==> src/sspwm_defines.svh <==
// constants of the spread-spectrum grayscale pwm sequencer
// How it works
// - period split into 32 equal segments
// - period spans 4096 grayscale clock edges
// - segment holds at most 128 periods
// - base G/32, extras in bit-reversed order
// - value one lights first segment only
// - value 32 gives one period everywhere
// - value 64 gives two periods everywhere
// - max value: 128 each, 127 last
// - 4094: 127 in segments 16, 32
// - load with timing restart restarts period
// - auto repeat restarts at 4096th edge
// - auto repeat keeps period repeating
// - no repeat runs a single period
// - after single period outputs stay off
// - mode bit selects spread or conventional
// - output-off holds counter zero, outputs off
// - 4096th edge moves first stage onward
// - after restart, count from next edge
`ifndef SSPWM_DEFINES_SVH
`define SSPWM_DEFINES_SVH

// grayscale counter layout
`define SSPWM_GS_W        12
`define SSPWM_SEG_W       5
`define SSPWM_POS_W       7
`define SSPWM_SEG_MSB     11
`define SSPWM_SEG_LSB     7
`define SSPWM_BASE_MSB    11
`define SSPWM_BASE_LSB    5
`define SSPWM_EXTRA_MSB   4
// index held when the 4096th edge arrives; index 4095 is never shown
`define SSPWM_PERIOD_LAST 12'hffe
`define SSPWM_MAX_CH      16

// register bus
`define SSPWM_ADDR_W      8
`define SSPWM_DATA_W      32
`define SSPWM_CTRL_ADDR   8'h00
`define SSPWM_STATUS_ADDR 8'h04
`define SSPWM_LOAD_ADDR   8'h08
`define SSPWM_GS_PAGE     2'h1

// control register fields
`define SSPWM_CTRL_W      4
`define SSPWM_CTRL_OFF    0
`define SSPWM_CTRL_RPT    1
`define SSPWM_CTRL_TMG    2
`define SSPWM_CTRL_SPREAD 3
`define SSPWM_CTRL_RESET  4'h9

// status register fields
`define SSPWM_STAT_EDGE_W 13
`define SSPWM_STAT_RUN    16
`define SSPWM_STAT_ARMED  17

`endif

==> src/sspwm_pkg.sv <==
// types of the spread-spectrum grayscale pwm sequencer
package sspwm_pkg;

  // sequencer states: idle (off or finished), armed (waits first edge), run
  typedef enum logic [1:0] {
    SSPWM_IDLE,
    SSPWM_ARMED,
    SSPWM_RUN
  } sspwm_state_type;

endpackage

==> src/sspwm_channel.sv <==
// on/off decision of one channel for the current grayscale period
`timescale 1ns/100ps
`include "sspwm_defines.svh"

module sspwm_channel (
  // grayscale value and shared counter
  input  wire logic [`SSPWM_GS_W-1:0] i_value,
  input  wire logic [`SSPWM_GS_W-1:0] i_index,
  input  wire logic                   i_spread,
  // decision
  output wire logic                   o_on
);

  // reverse the segment number: rank of a segment in the extra order
  function automatic logic [`SSPWM_SEG_W-1:0] sspwm_rank(input logic [`SSPWM_SEG_W-1:0] seg);
    logic [`SSPWM_SEG_W-1:0] r;
    r = '0;
    for (int b = 0; b < `SSPWM_SEG_W; b++)
      r[b] = seg[`SSPWM_SEG_W-1-b];
    return r;
  endfunction

  logic [`SSPWM_SEG_W-1:0] seg;
  logic [`SSPWM_POS_W-1:0] pos;
  logic [`SSPWM_POS_W-1:0] base;
  logic [`SSPWM_SEG_W-1:0] extra;
  logic [`SSPWM_POS_W:0]   width;
  logic                    spread_on;
  logic                    plain_on;

  // segment of 128 periods and position inside it
  assign seg   = i_index[`SSPWM_SEG_MSB:`SSPWM_SEG_LSB];
  assign pos   = i_index[`SSPWM_POS_W-1:0];
  // every segment gets value/32, first value%32 ranks get one more
  assign base  = i_value[`SSPWM_BASE_MSB:`SSPWM_BASE_LSB];
  assign extra = i_value[`SSPWM_EXTRA_MSB:0];
  assign width = {1'b0, base} + {7'h00, (sspwm_rank(seg) < extra)};
  // on-periods contiguous from segment start, never above 128
  assign spread_on = {1'b0, pos} < width;
  assign plain_on  = i_index < i_value;
  assign o_on      = i_spread ? spread_on : plain_on;
endmodule

==> src/sspwm_sequencer.sv <==
// spread-spectrum grayscale pwm sequencer with register port
//
// Decided for this implementation: the register addresses and strobed register access.
`timescale 1ns/100ps
`include "sspwm_defines.svh"

module sspwm_sequencer #(
  parameter int N_CH = `SSPWM_MAX_CH
) (
  // clock and reset
  input  wire logic                     i_clk,
  input  wire logic                     i_rstn,
  // register port
  input  wire logic [`SSPWM_ADDR_W-1:0] i_addr,
  input  wire logic [`SSPWM_DATA_W-1:0] i_wdata,
  input  wire logic                     i_wr,
  input  wire logic                     i_rd,
  output logic      [`SSPWM_DATA_W-1:0] o_rdata,
  // grayscale clock pin from the display controller
  input  wire logic                     i_grayscale_clock,
  // sink outputs and period flag
  output logic      [N_CH-1:0]          o_channel_sink_output,
  output logic                          o_period_active
);

  localparam int CH_W = 4;

  // refuse channel counts the address map cannot hold
  generate
    if (N_CH < 1 || N_CH > `SSPWM_MAX_CH)
    begin : g_bad_n_ch
      $error("sspwm_sequencer: N_CH must lie in 1..16");
    end
  endgenerate

  // pin synchroniser and edge history
  logic                         gclk_meta_reg;
  logic                         gclk_sync_reg;
  logic                         gclk_prev_reg;
  logic                         gs_tick;

  // control and data storage
  logic [`SSPWM_CTRL_W-1:0]     ctrl_reg;
  logic [`SSPWM_CTRL_W-1:0]     ctrl_next;
  logic [`SSPWM_GS_W-1:0]       gs1_reg [N_CH];
  logic [`SSPWM_GS_W-1:0]       gs2_reg [N_CH];
  logic [`SSPWM_DATA_W-1:0]     rdata_reg;
  logic [`SSPWM_DATA_W-1:0]     rdata_next;

  // sequencer
  sspwm_pkg::sspwm_state_type   state_reg;
  sspwm_pkg::sspwm_state_type   state_next;
  logic [`SSPWM_GS_W-1:0]       idx_reg;
  logic [`SSPWM_GS_W-1:0]       idx_next;
  logic [N_CH-1:0]              sink_reg;
  logic [N_CH-1:0]              sink_next;
  logic [N_CH-1:0]              chan_on;
  logic                         active_reg;

  // decode wires
  logic                         ctrl_sel;
  logic                         status_sel;
  logic                         load_sel;
  logic                         gs_sel;
  logic [CH_W-1:0]              gs_idx;
  logic                         ctrl_wr;
  logic                         load_wr;
  logic                         gs_wr;

  // event wires
  logic                         out_off;
  logic                         auto_rpt;
  logic                         tmg_rst;
  logic                         spread;
  logic                         off_clear;
  logic                         restart_load;
  logic                         period_end;
  logic                         restart_rpt;
  logic                         restart_any;
  logic                         copy_stage;
  logic [`SSPWM_STAT_EDGE_W-1:0] edge_count;
  logic [`SSPWM_DATA_W-1:0]     status_word;
  logic [`SSPWM_DATA_W-1:0]     gs_word;
  logic [`SSPWM_DATA_W-1:0]     ctrl_word;

  // two flip-flops before the pin is looked at, third for edge detect
  always_ff @(posedge i_clk)
  begin
    if (!i_rstn)
    begin
      gclk_meta_reg <= 1'b0;
      gclk_sync_reg <= 1'b0;
      gclk_prev_reg <= 1'b0;
    end
    else
    begin
      gclk_meta_reg <= i_grayscale_clock;
      gclk_sync_reg <= gclk_meta_reg;
      gclk_prev_reg <= gclk_sync_reg;
    end
  end

  // one-cycle enable per rising grayscale clock edge
  assign gs_tick = gclk_sync_reg & ~gclk_prev_reg;

  // address decode; gs words sit in page 0x40..0x7c
  assign ctrl_sel   = (i_addr == `SSPWM_CTRL_ADDR);
  assign status_sel = (i_addr == `SSPWM_STATUS_ADDR);
  assign load_sel   = (i_addr == `SSPWM_LOAD_ADDR);
  assign gs_idx     = i_addr[CH_W+1:2];
  assign gs_sel     = (i_addr[`SSPWM_ADDR_W-1:CH_W+2] == `SSPWM_GS_PAGE)
                    & (i_addr[1:0] == 2'h0)
                    & ({1'b0, gs_idx} < (CH_W+1)'(N_CH));
  assign ctrl_wr    = i_wr & ctrl_sel;
  assign load_wr    = i_wr & load_sel;
  assign gs_wr      = i_wr & gs_sel;

  // control bits
  assign out_off  = ctrl_reg[`SSPWM_CTRL_OFF];
  assign auto_rpt = ctrl_reg[`SSPWM_CTRL_RPT];
  assign tmg_rst  = ctrl_reg[`SSPWM_CTRL_TMG];
  assign spread   = ctrl_reg[`SSPWM_CTRL_SPREAD];
  assign ctrl_next = ctrl_wr ? i_wdata[`SSPWM_CTRL_W-1:0] : ctrl_reg;

  // output-off going from one to zero arms a period
  assign off_clear    = ctrl_wr & out_off & ~i_wdata[`SSPWM_CTRL_OFF];
  // load strobe with timing restart acts like an output-off pulse
  assign restart_load = load_wr & tmg_rst;
  // 4096th edge of a running period
  assign period_end   = gs_tick & (state_reg == sspwm_pkg::SSPWM_RUN)
                      & (idx_reg == `SSPWM_PERIOD_LAST);
  assign restart_rpt  = period_end & auto_rpt;
  assign restart_any  = off_clear | restart_load | restart_rpt;
  // second stage follows first while off, on restart and at period end
  assign copy_stage   = out_off | restart_load | period_end;

  // state sequencing; output-off overrides everything
  always_comb
  begin
    state_next = state_reg;
    if (out_off && !off_clear)
    begin
      state_next = sspwm_pkg::SSPWM_IDLE;
    end
    else if (restart_any)
    begin
      state_next = sspwm_pkg::SSPWM_ARMED;
    end
    else if (gs_tick)
    begin
      case (state_reg)
        sspwm_pkg::SSPWM_ARMED:
        begin
          state_next = sspwm_pkg::SSPWM_RUN;
        end
        sspwm_pkg::SSPWM_RUN:
        begin
          if (idx_reg == `SSPWM_PERIOD_LAST)
          begin
            state_next = sspwm_pkg::SSPWM_IDLE;
          end
        end
        default:
        begin
          state_next = state_reg;
        end
      endcase
    end
  end

  // counter starts from zero on first edge, held at zero otherwise
  assign idx_next = (state_next != sspwm_pkg::SSPWM_RUN) ? '0 :
                    ((state_reg == sspwm_pkg::SSPWM_RUN) && gs_tick)
                    ? idx_reg + 12'h001 : idx_reg;

  // one decision per channel from its own second-stage value
  generate
    for (genvar c = 0; c < N_CH; c++)
    begin : g_chan
      sspwm_channel u_chan (
        .i_value  (gs2_reg[c]),
        .i_index  (idx_next),
        .i_spread (spread),
        .o_on     (chan_on[c])
      );
    end
  endgenerate

  // all sinks off outside a running period
  assign sink_next = (state_next == sspwm_pkg::SSPWM_RUN) ? chan_on : '0;

  // sequencer registers
  always_ff @(posedge i_clk)
  begin
    if (!i_rstn)
    begin
      state_reg  <= sspwm_pkg::SSPWM_IDLE;
      idx_reg    <= '0;
      sink_reg   <= '0;
      active_reg <= 1'b0;
    end
    else
    begin
      state_reg  <= state_next;
      idx_reg    <= idx_next;
      sink_reg   <= sink_next;
      active_reg <= (state_next == sspwm_pkg::SSPWM_RUN);
    end
  end

  // control register; output-off comes up set so nothing lights
  always_ff @(posedge i_clk)
  begin
    if (!i_rstn)
    begin
      ctrl_reg <= `SSPWM_CTRL_RESET;
    end
    else
    begin
      ctrl_reg <= ctrl_next;
    end
  end

  // first stage written by software, second stage used for display;
  // a write in the same cycle as a copy reaches second stage next copy
  always_ff @(posedge i_clk)
  begin
    if (!i_rstn)
    begin
      for (int c = 0; c < N_CH; c++)
      begin
        gs1_reg[c] <= '0;
        gs2_reg[c] <= '0;
      end
    end
    else
    begin
      for (int c = 0; c < N_CH; c++)
      begin
        if (gs_wr && (gs_idx == CH_W'(c)))
        begin
          gs1_reg[c] <= i_wdata[`SSPWM_GS_W-1:0];
        end
        if (copy_stage)
        begin
          gs2_reg[c] <= gs1_reg[c];
        end
      end
    end
  end

  // readback words; edge count shows zero while held
  assign edge_count  = (state_reg == sspwm_pkg::SSPWM_RUN)
                     ? {1'b0, idx_reg} + 13'h0001 : '0;
  assign status_word = {14'h0000,
                        (state_reg == sspwm_pkg::SSPWM_ARMED),
                        (state_reg == sspwm_pkg::SSPWM_RUN),
                        3'h0,
                        edge_count};
  assign gs_word     = {20'h00000, gs1_reg[gs_idx]};
  assign ctrl_word   = {28'h0000000, ctrl_reg};

  // read mux; unmapped addresses and the load word read zero
  assign rdata_next = !i_rd      ? '0 :
                      ctrl_sel   ? ctrl_word :
                      status_sel ? status_word :
                      gs_sel     ? gs_word : '0;

  // read data stands only in the cycle after the strobe
  always_ff @(posedge i_clk)
  begin
    if (!i_rstn)
    begin
      rdata_reg <= '0;
    end
    else
    begin
      rdata_reg <= rdata_next;
    end
  end

  // outputs straight from flip-flops
  assign o_rdata               = rdata_reg;
  assign o_channel_sink_output = sink_reg;
  assign o_period_active       = active_reg;
endmodule

==> config.mk <==
export PLATFORM = sky130hd
export DESIGN_NAME = sspwm_sequencer
export DESIGN_NICKNAME = d
export VERILOG_FILES = /design/src/sspwm_pkg.sv /design/src/sspwm_channel.sv /design/src/sspwm_sequencer.sv
export VERILOG_INCLUDE_DIRS = /design/src
export SDC_FILE = /design/constraint.sdc
export NUM_CORES = 1
export LEC_CHECK = 0
export ABC_AREA = 1
export BUFFER_PORTS_ARGS = -buffer_cell sky130_fd_sc_hd__buf_2
export CAP_MARGIN = 20
export CORE_ASPECT_RATIO = 1.1
export CORE_MARGIN = 5
export CORE_UTILIZATION = 30
export CTS_CLUSTER_DIAMETER = 120
export DETAILED_ROUTE_END_ITERATION = 6
export GPL_TIMING_DRIVEN = 1
export PLACE_DENSITY = 0.42
export SYNTH_ARGS = -nofsm -noshare
export SYNTH_HDL_FRONTEND = slang
export SYNTH_HIERARCHICAL = 1
export SYNTH_SLANG_ARGS = --single-unit
==> constraint.sdc <==
create_clock -name i_clk -period 8.1 [get_ports i_clk]
set_clock_uncertainty 0.05 [all_clocks]
set_input_delay 1.62 -clock i_clk [delete_from_list [all_inputs] [get_ports i_clk]]
set_output_delay 1.62 -clock i_clk [all_outputs]
set_load 0.01 [all_outputs]
==> metrics.csv <==
stage,metric,value,unit
power_and_ir_drop,worst vdd ir,0.183,mV
setup_path,reg2reg setup slack,2950,ps
floorplan,IO Pins,94,
route,DR iter-0 viols,1266,
floorplan,Core Rows,120,
cts,clk sink count,437,
placement,count of port buffers added during placement,56,
yosys,compound-cell area share of the yosys netlist,5.81,%
global_routing,global routing usage on met1,23.8,%
setup_path,Worst EP required,8510,ps
setup_path,Crit Reg-Reg Startpoint,idx_reg[0],
yosys,synthesized-area fraction occupied by adder cells,15.8,%
sta,Max-slew headroom,27.9,%
run_status,status,"complete, no violations",
cts,post-CTS setup buffer count,0,
route,DR vias,21479,
placement,detailed placer's ending HPWL,63800,um
cts,clk_lat worst skew,620,ps
sta,min cycle time layout,5630,ps
sta,unrepaired setup endpoints after global routing,no,
yosys,Yosys warnings,6,
yosys,Syn Std Cell Area,0.0296,mm^2
yosys,synth unique cells,39,
flow_run,Max-Cap Viols,0,
yosys,Post-synth top cells,"nand2_1 (808), inv_1 (602), edfxtp_1 (384)",
power_and_ir_drop,Cell Pwr Density,171,mW/mm^2
cts,root buffer cell,clkbuf_16,
yosys,dominant combinational cell family by area after synthesis,simple AND/OR/NAND/NOR gates,
setup_path,Critical Path Source Type,input port,
setup_path,crit path from,i_addr[5],
yosys,"EDFF count, synth",384,
yosys,Synth Flop Type,edfxtp_1,
sta,worst-margin pin slew,1080,ps
route,drt total wl,90300,um
cts,TritonCTS clock tree,done,
setup_path,WP data arrival,6040,ps
cts,H-tree Lvls,2,
route,# DRC,0,
route,Post-DRT Antenna Nets,0,
worst_hold_path,hold depth,2,
placement,GPL Wtd Cong,0.818,
yosys,Synth Area in XOR/XNOR,2.52,%
sta,Final Slew Violations,0,
global_routing,global-route wire length before repair,135000,um
floorplan,die height,339,um
yosys,Area contributors post-synth,"edfxtp_1 (39%), ha_1 (16%), nand2_1 (10%), inv_1 (7.6%), nor2_4 (5.3%)",
sta,f_max,178,MHz
cts,post-CTS sizing,0,
global_routing,antenna violations before repair,7,
global_routing,largest net degree at the start of global routing,129,
yosys,Seq cells post-synth,437,
worst_hold_path,worst min path class,register to register,
sta,final hold slack,385,ps
worst_hold_path,hold_sp,gclk_sync_reg,
sta,final hold vios,0,
global_routing,GRT overflow,0,
worst_hold_path,Worst Hold Path EP,gclk_prev_reg,
global_routing,met2 Use GR,28.4,%
setup_path,worst reg2reg path depth,28,
yosys,post-synthesis mux area share,0,%
final_layout,Area Growth Syn to Fin,11.4,%
global_routing,vias in the first global route,21348,
floorplan,core area,0.0976,mm^2
yosys,most common cell in the netlist,nand2_1,
floorplan,Die W,309,um
route,Avg WL per Cell,18.9,um
setup_path,crit-path max FO,18,
route,drt pass-1 iters,5,
yosys,cell count after synthesis,3387,
floorplan,Initial Utilization,30.3,%
sta,Setup Viol. Count Final,0,
power_and_ir_drop,Pleak,0.0155,uW
floorplan,die area,0.105,mm^2
yosys,simple-gate share of the synthesized area,23.2,%
setup_path,critical path class,input port to register,
setup_path,"Top cell by count, worst path",nand2_1,
sta,Final WS setup,2470,ps
setup_path,r2r endpoint,o_channel_sink_output[2],
global_routing,busiest metal layer after global routing,met2,
yosys,Synth area leader,edfxtp_1,
setup_path,crit-path max cell delay,390,ps
cts,"Hold-fix buffers, CTS",0,
yosys,mean post-synth cell area,8.74,um^2
cts,clk slew on worst S/H paths,60,ps
setup_path,"slowest stage cell, crit path",nor2_4,
yosys,"FFs w/ async S/R, synth",0,%
global_routing,GR Layer Usage met3,1.94,%
route,post-DR vias/cell,4.49,
sta,period utilization,69.5,%
cts,Max clock buf depth,3,
final_layout,share of post-route cells with drive strength above 1,11.2,%
placement,pre-CTS WS,1830,ps
yosys,"Seq/Total Area, Yosys",42.6,%
yosys,post-synth top area share,39.0,%
sta,TNS Setup,0,ps
final_layout,nets,3876,
global_routing,total track usage,17.1,%
cts,CTS Buf Count,54,
setup_path,CP Capture Type,register,
## placed cells by master (no fill, tap or decap), types with 17 or more instances in the layout
cell type  count
xor2_1        68
buf_4         31
nand3_1       72
inv_1        592
clkbuf_16     55
nand2_2       22
a21oi_1      144
edfxtp_1     384
dfxtp_1       52
o21ai_0       93
buf_2         55
nor2_4       142
nand4_1       25
nand2_1      808
conb_1        17
a22oi_1       36
o22ai_1       18
inv_2         32
nor2_1       350
ha_1         373
xnor2_1       17
## worst max-delay path by stage
stage	slack, ps	to	cells past startpoint
3_3_place_gp	1880	o_channel_sink_output[12]	28
4_1_cts	2510	o_channel_sink_output[12]	28
5_1_grt	2030	o_channel_sink_output[12]	28
6_report	2470	o_channel_sink_output[2]	28
2_1_floorplan	1840	gs2_reg[0][0]	4
3_5_place_dp	1830	o_channel_sink_output[12]	28
## final cells by class
class	count	area, um^2
tap	1281	1600
sequential	437	12600
antenna	2	5.00
inverter	629	2370
fill	10358	64600
multi-input combinational	2245	14100
timing repair buffer	91	608
clock buffer	66	1430
clock inverter	35	272
## through the flow
step / power (uW) / std cells / area, um^2 / utilization (%)
2_1_floorplan: 3110 / 3403 / 29700 / -
3_3_place_gp: 3300 / 4683 / 31300 / 32.0
3_5_place_dp: 3310 / 4683 / 31300 / 32.0
4_1_cts: 5710 / 4784 / 33000 / 33.8
5_1_grt: 5880 / 4784 / 33000 / 33.8
6_report: 5640 / 4786 / 33000 / 33.8
## power breakdown
part           switching (uW)  internal, uW  total (uW)
Combinational             422           188         611
Sequential               66.3          2570        2640
Clock                    1030          1350        2390
## critical path, delay by kind of cell
family	cells	cell delay, ps
buffers and inverters	4	860
AND/OR/NAND/NOR	18	2350
XOR/XNOR	1	160
adder cells (fa/ha/maj)	4	910
AO/OA/AOI/OAI	1	90
## cells by family (layout without fill, tap and decap cells)
| logic type | Yosys count | in the layout |
|---|---|---|
| AOI/OAI and AO/OA | 311 | 311 |
| DFF | 437 | 437 |
| xor gates and xnor gates | 85 | 85 |
| other | 1 | 19 |
| adders and majority gates | 373 | 373 |
| and+or+nand+nor | 1459 | 1459 |
| buffers and inverters | 721 | 821 |
## routing by layer
metal / wire length [um] / part of all wire, % / vias up
met3: 3480 / 3.9 / 107
met1: 42600 / 47 / 10026
met2: 41900 / 46 / 385
met5: 20 / 0.022 / -
met4: 2240 / 2.5 / 2
li1: - / - / 10959
No activity file was read; power rests on OpenSTA's default activity.
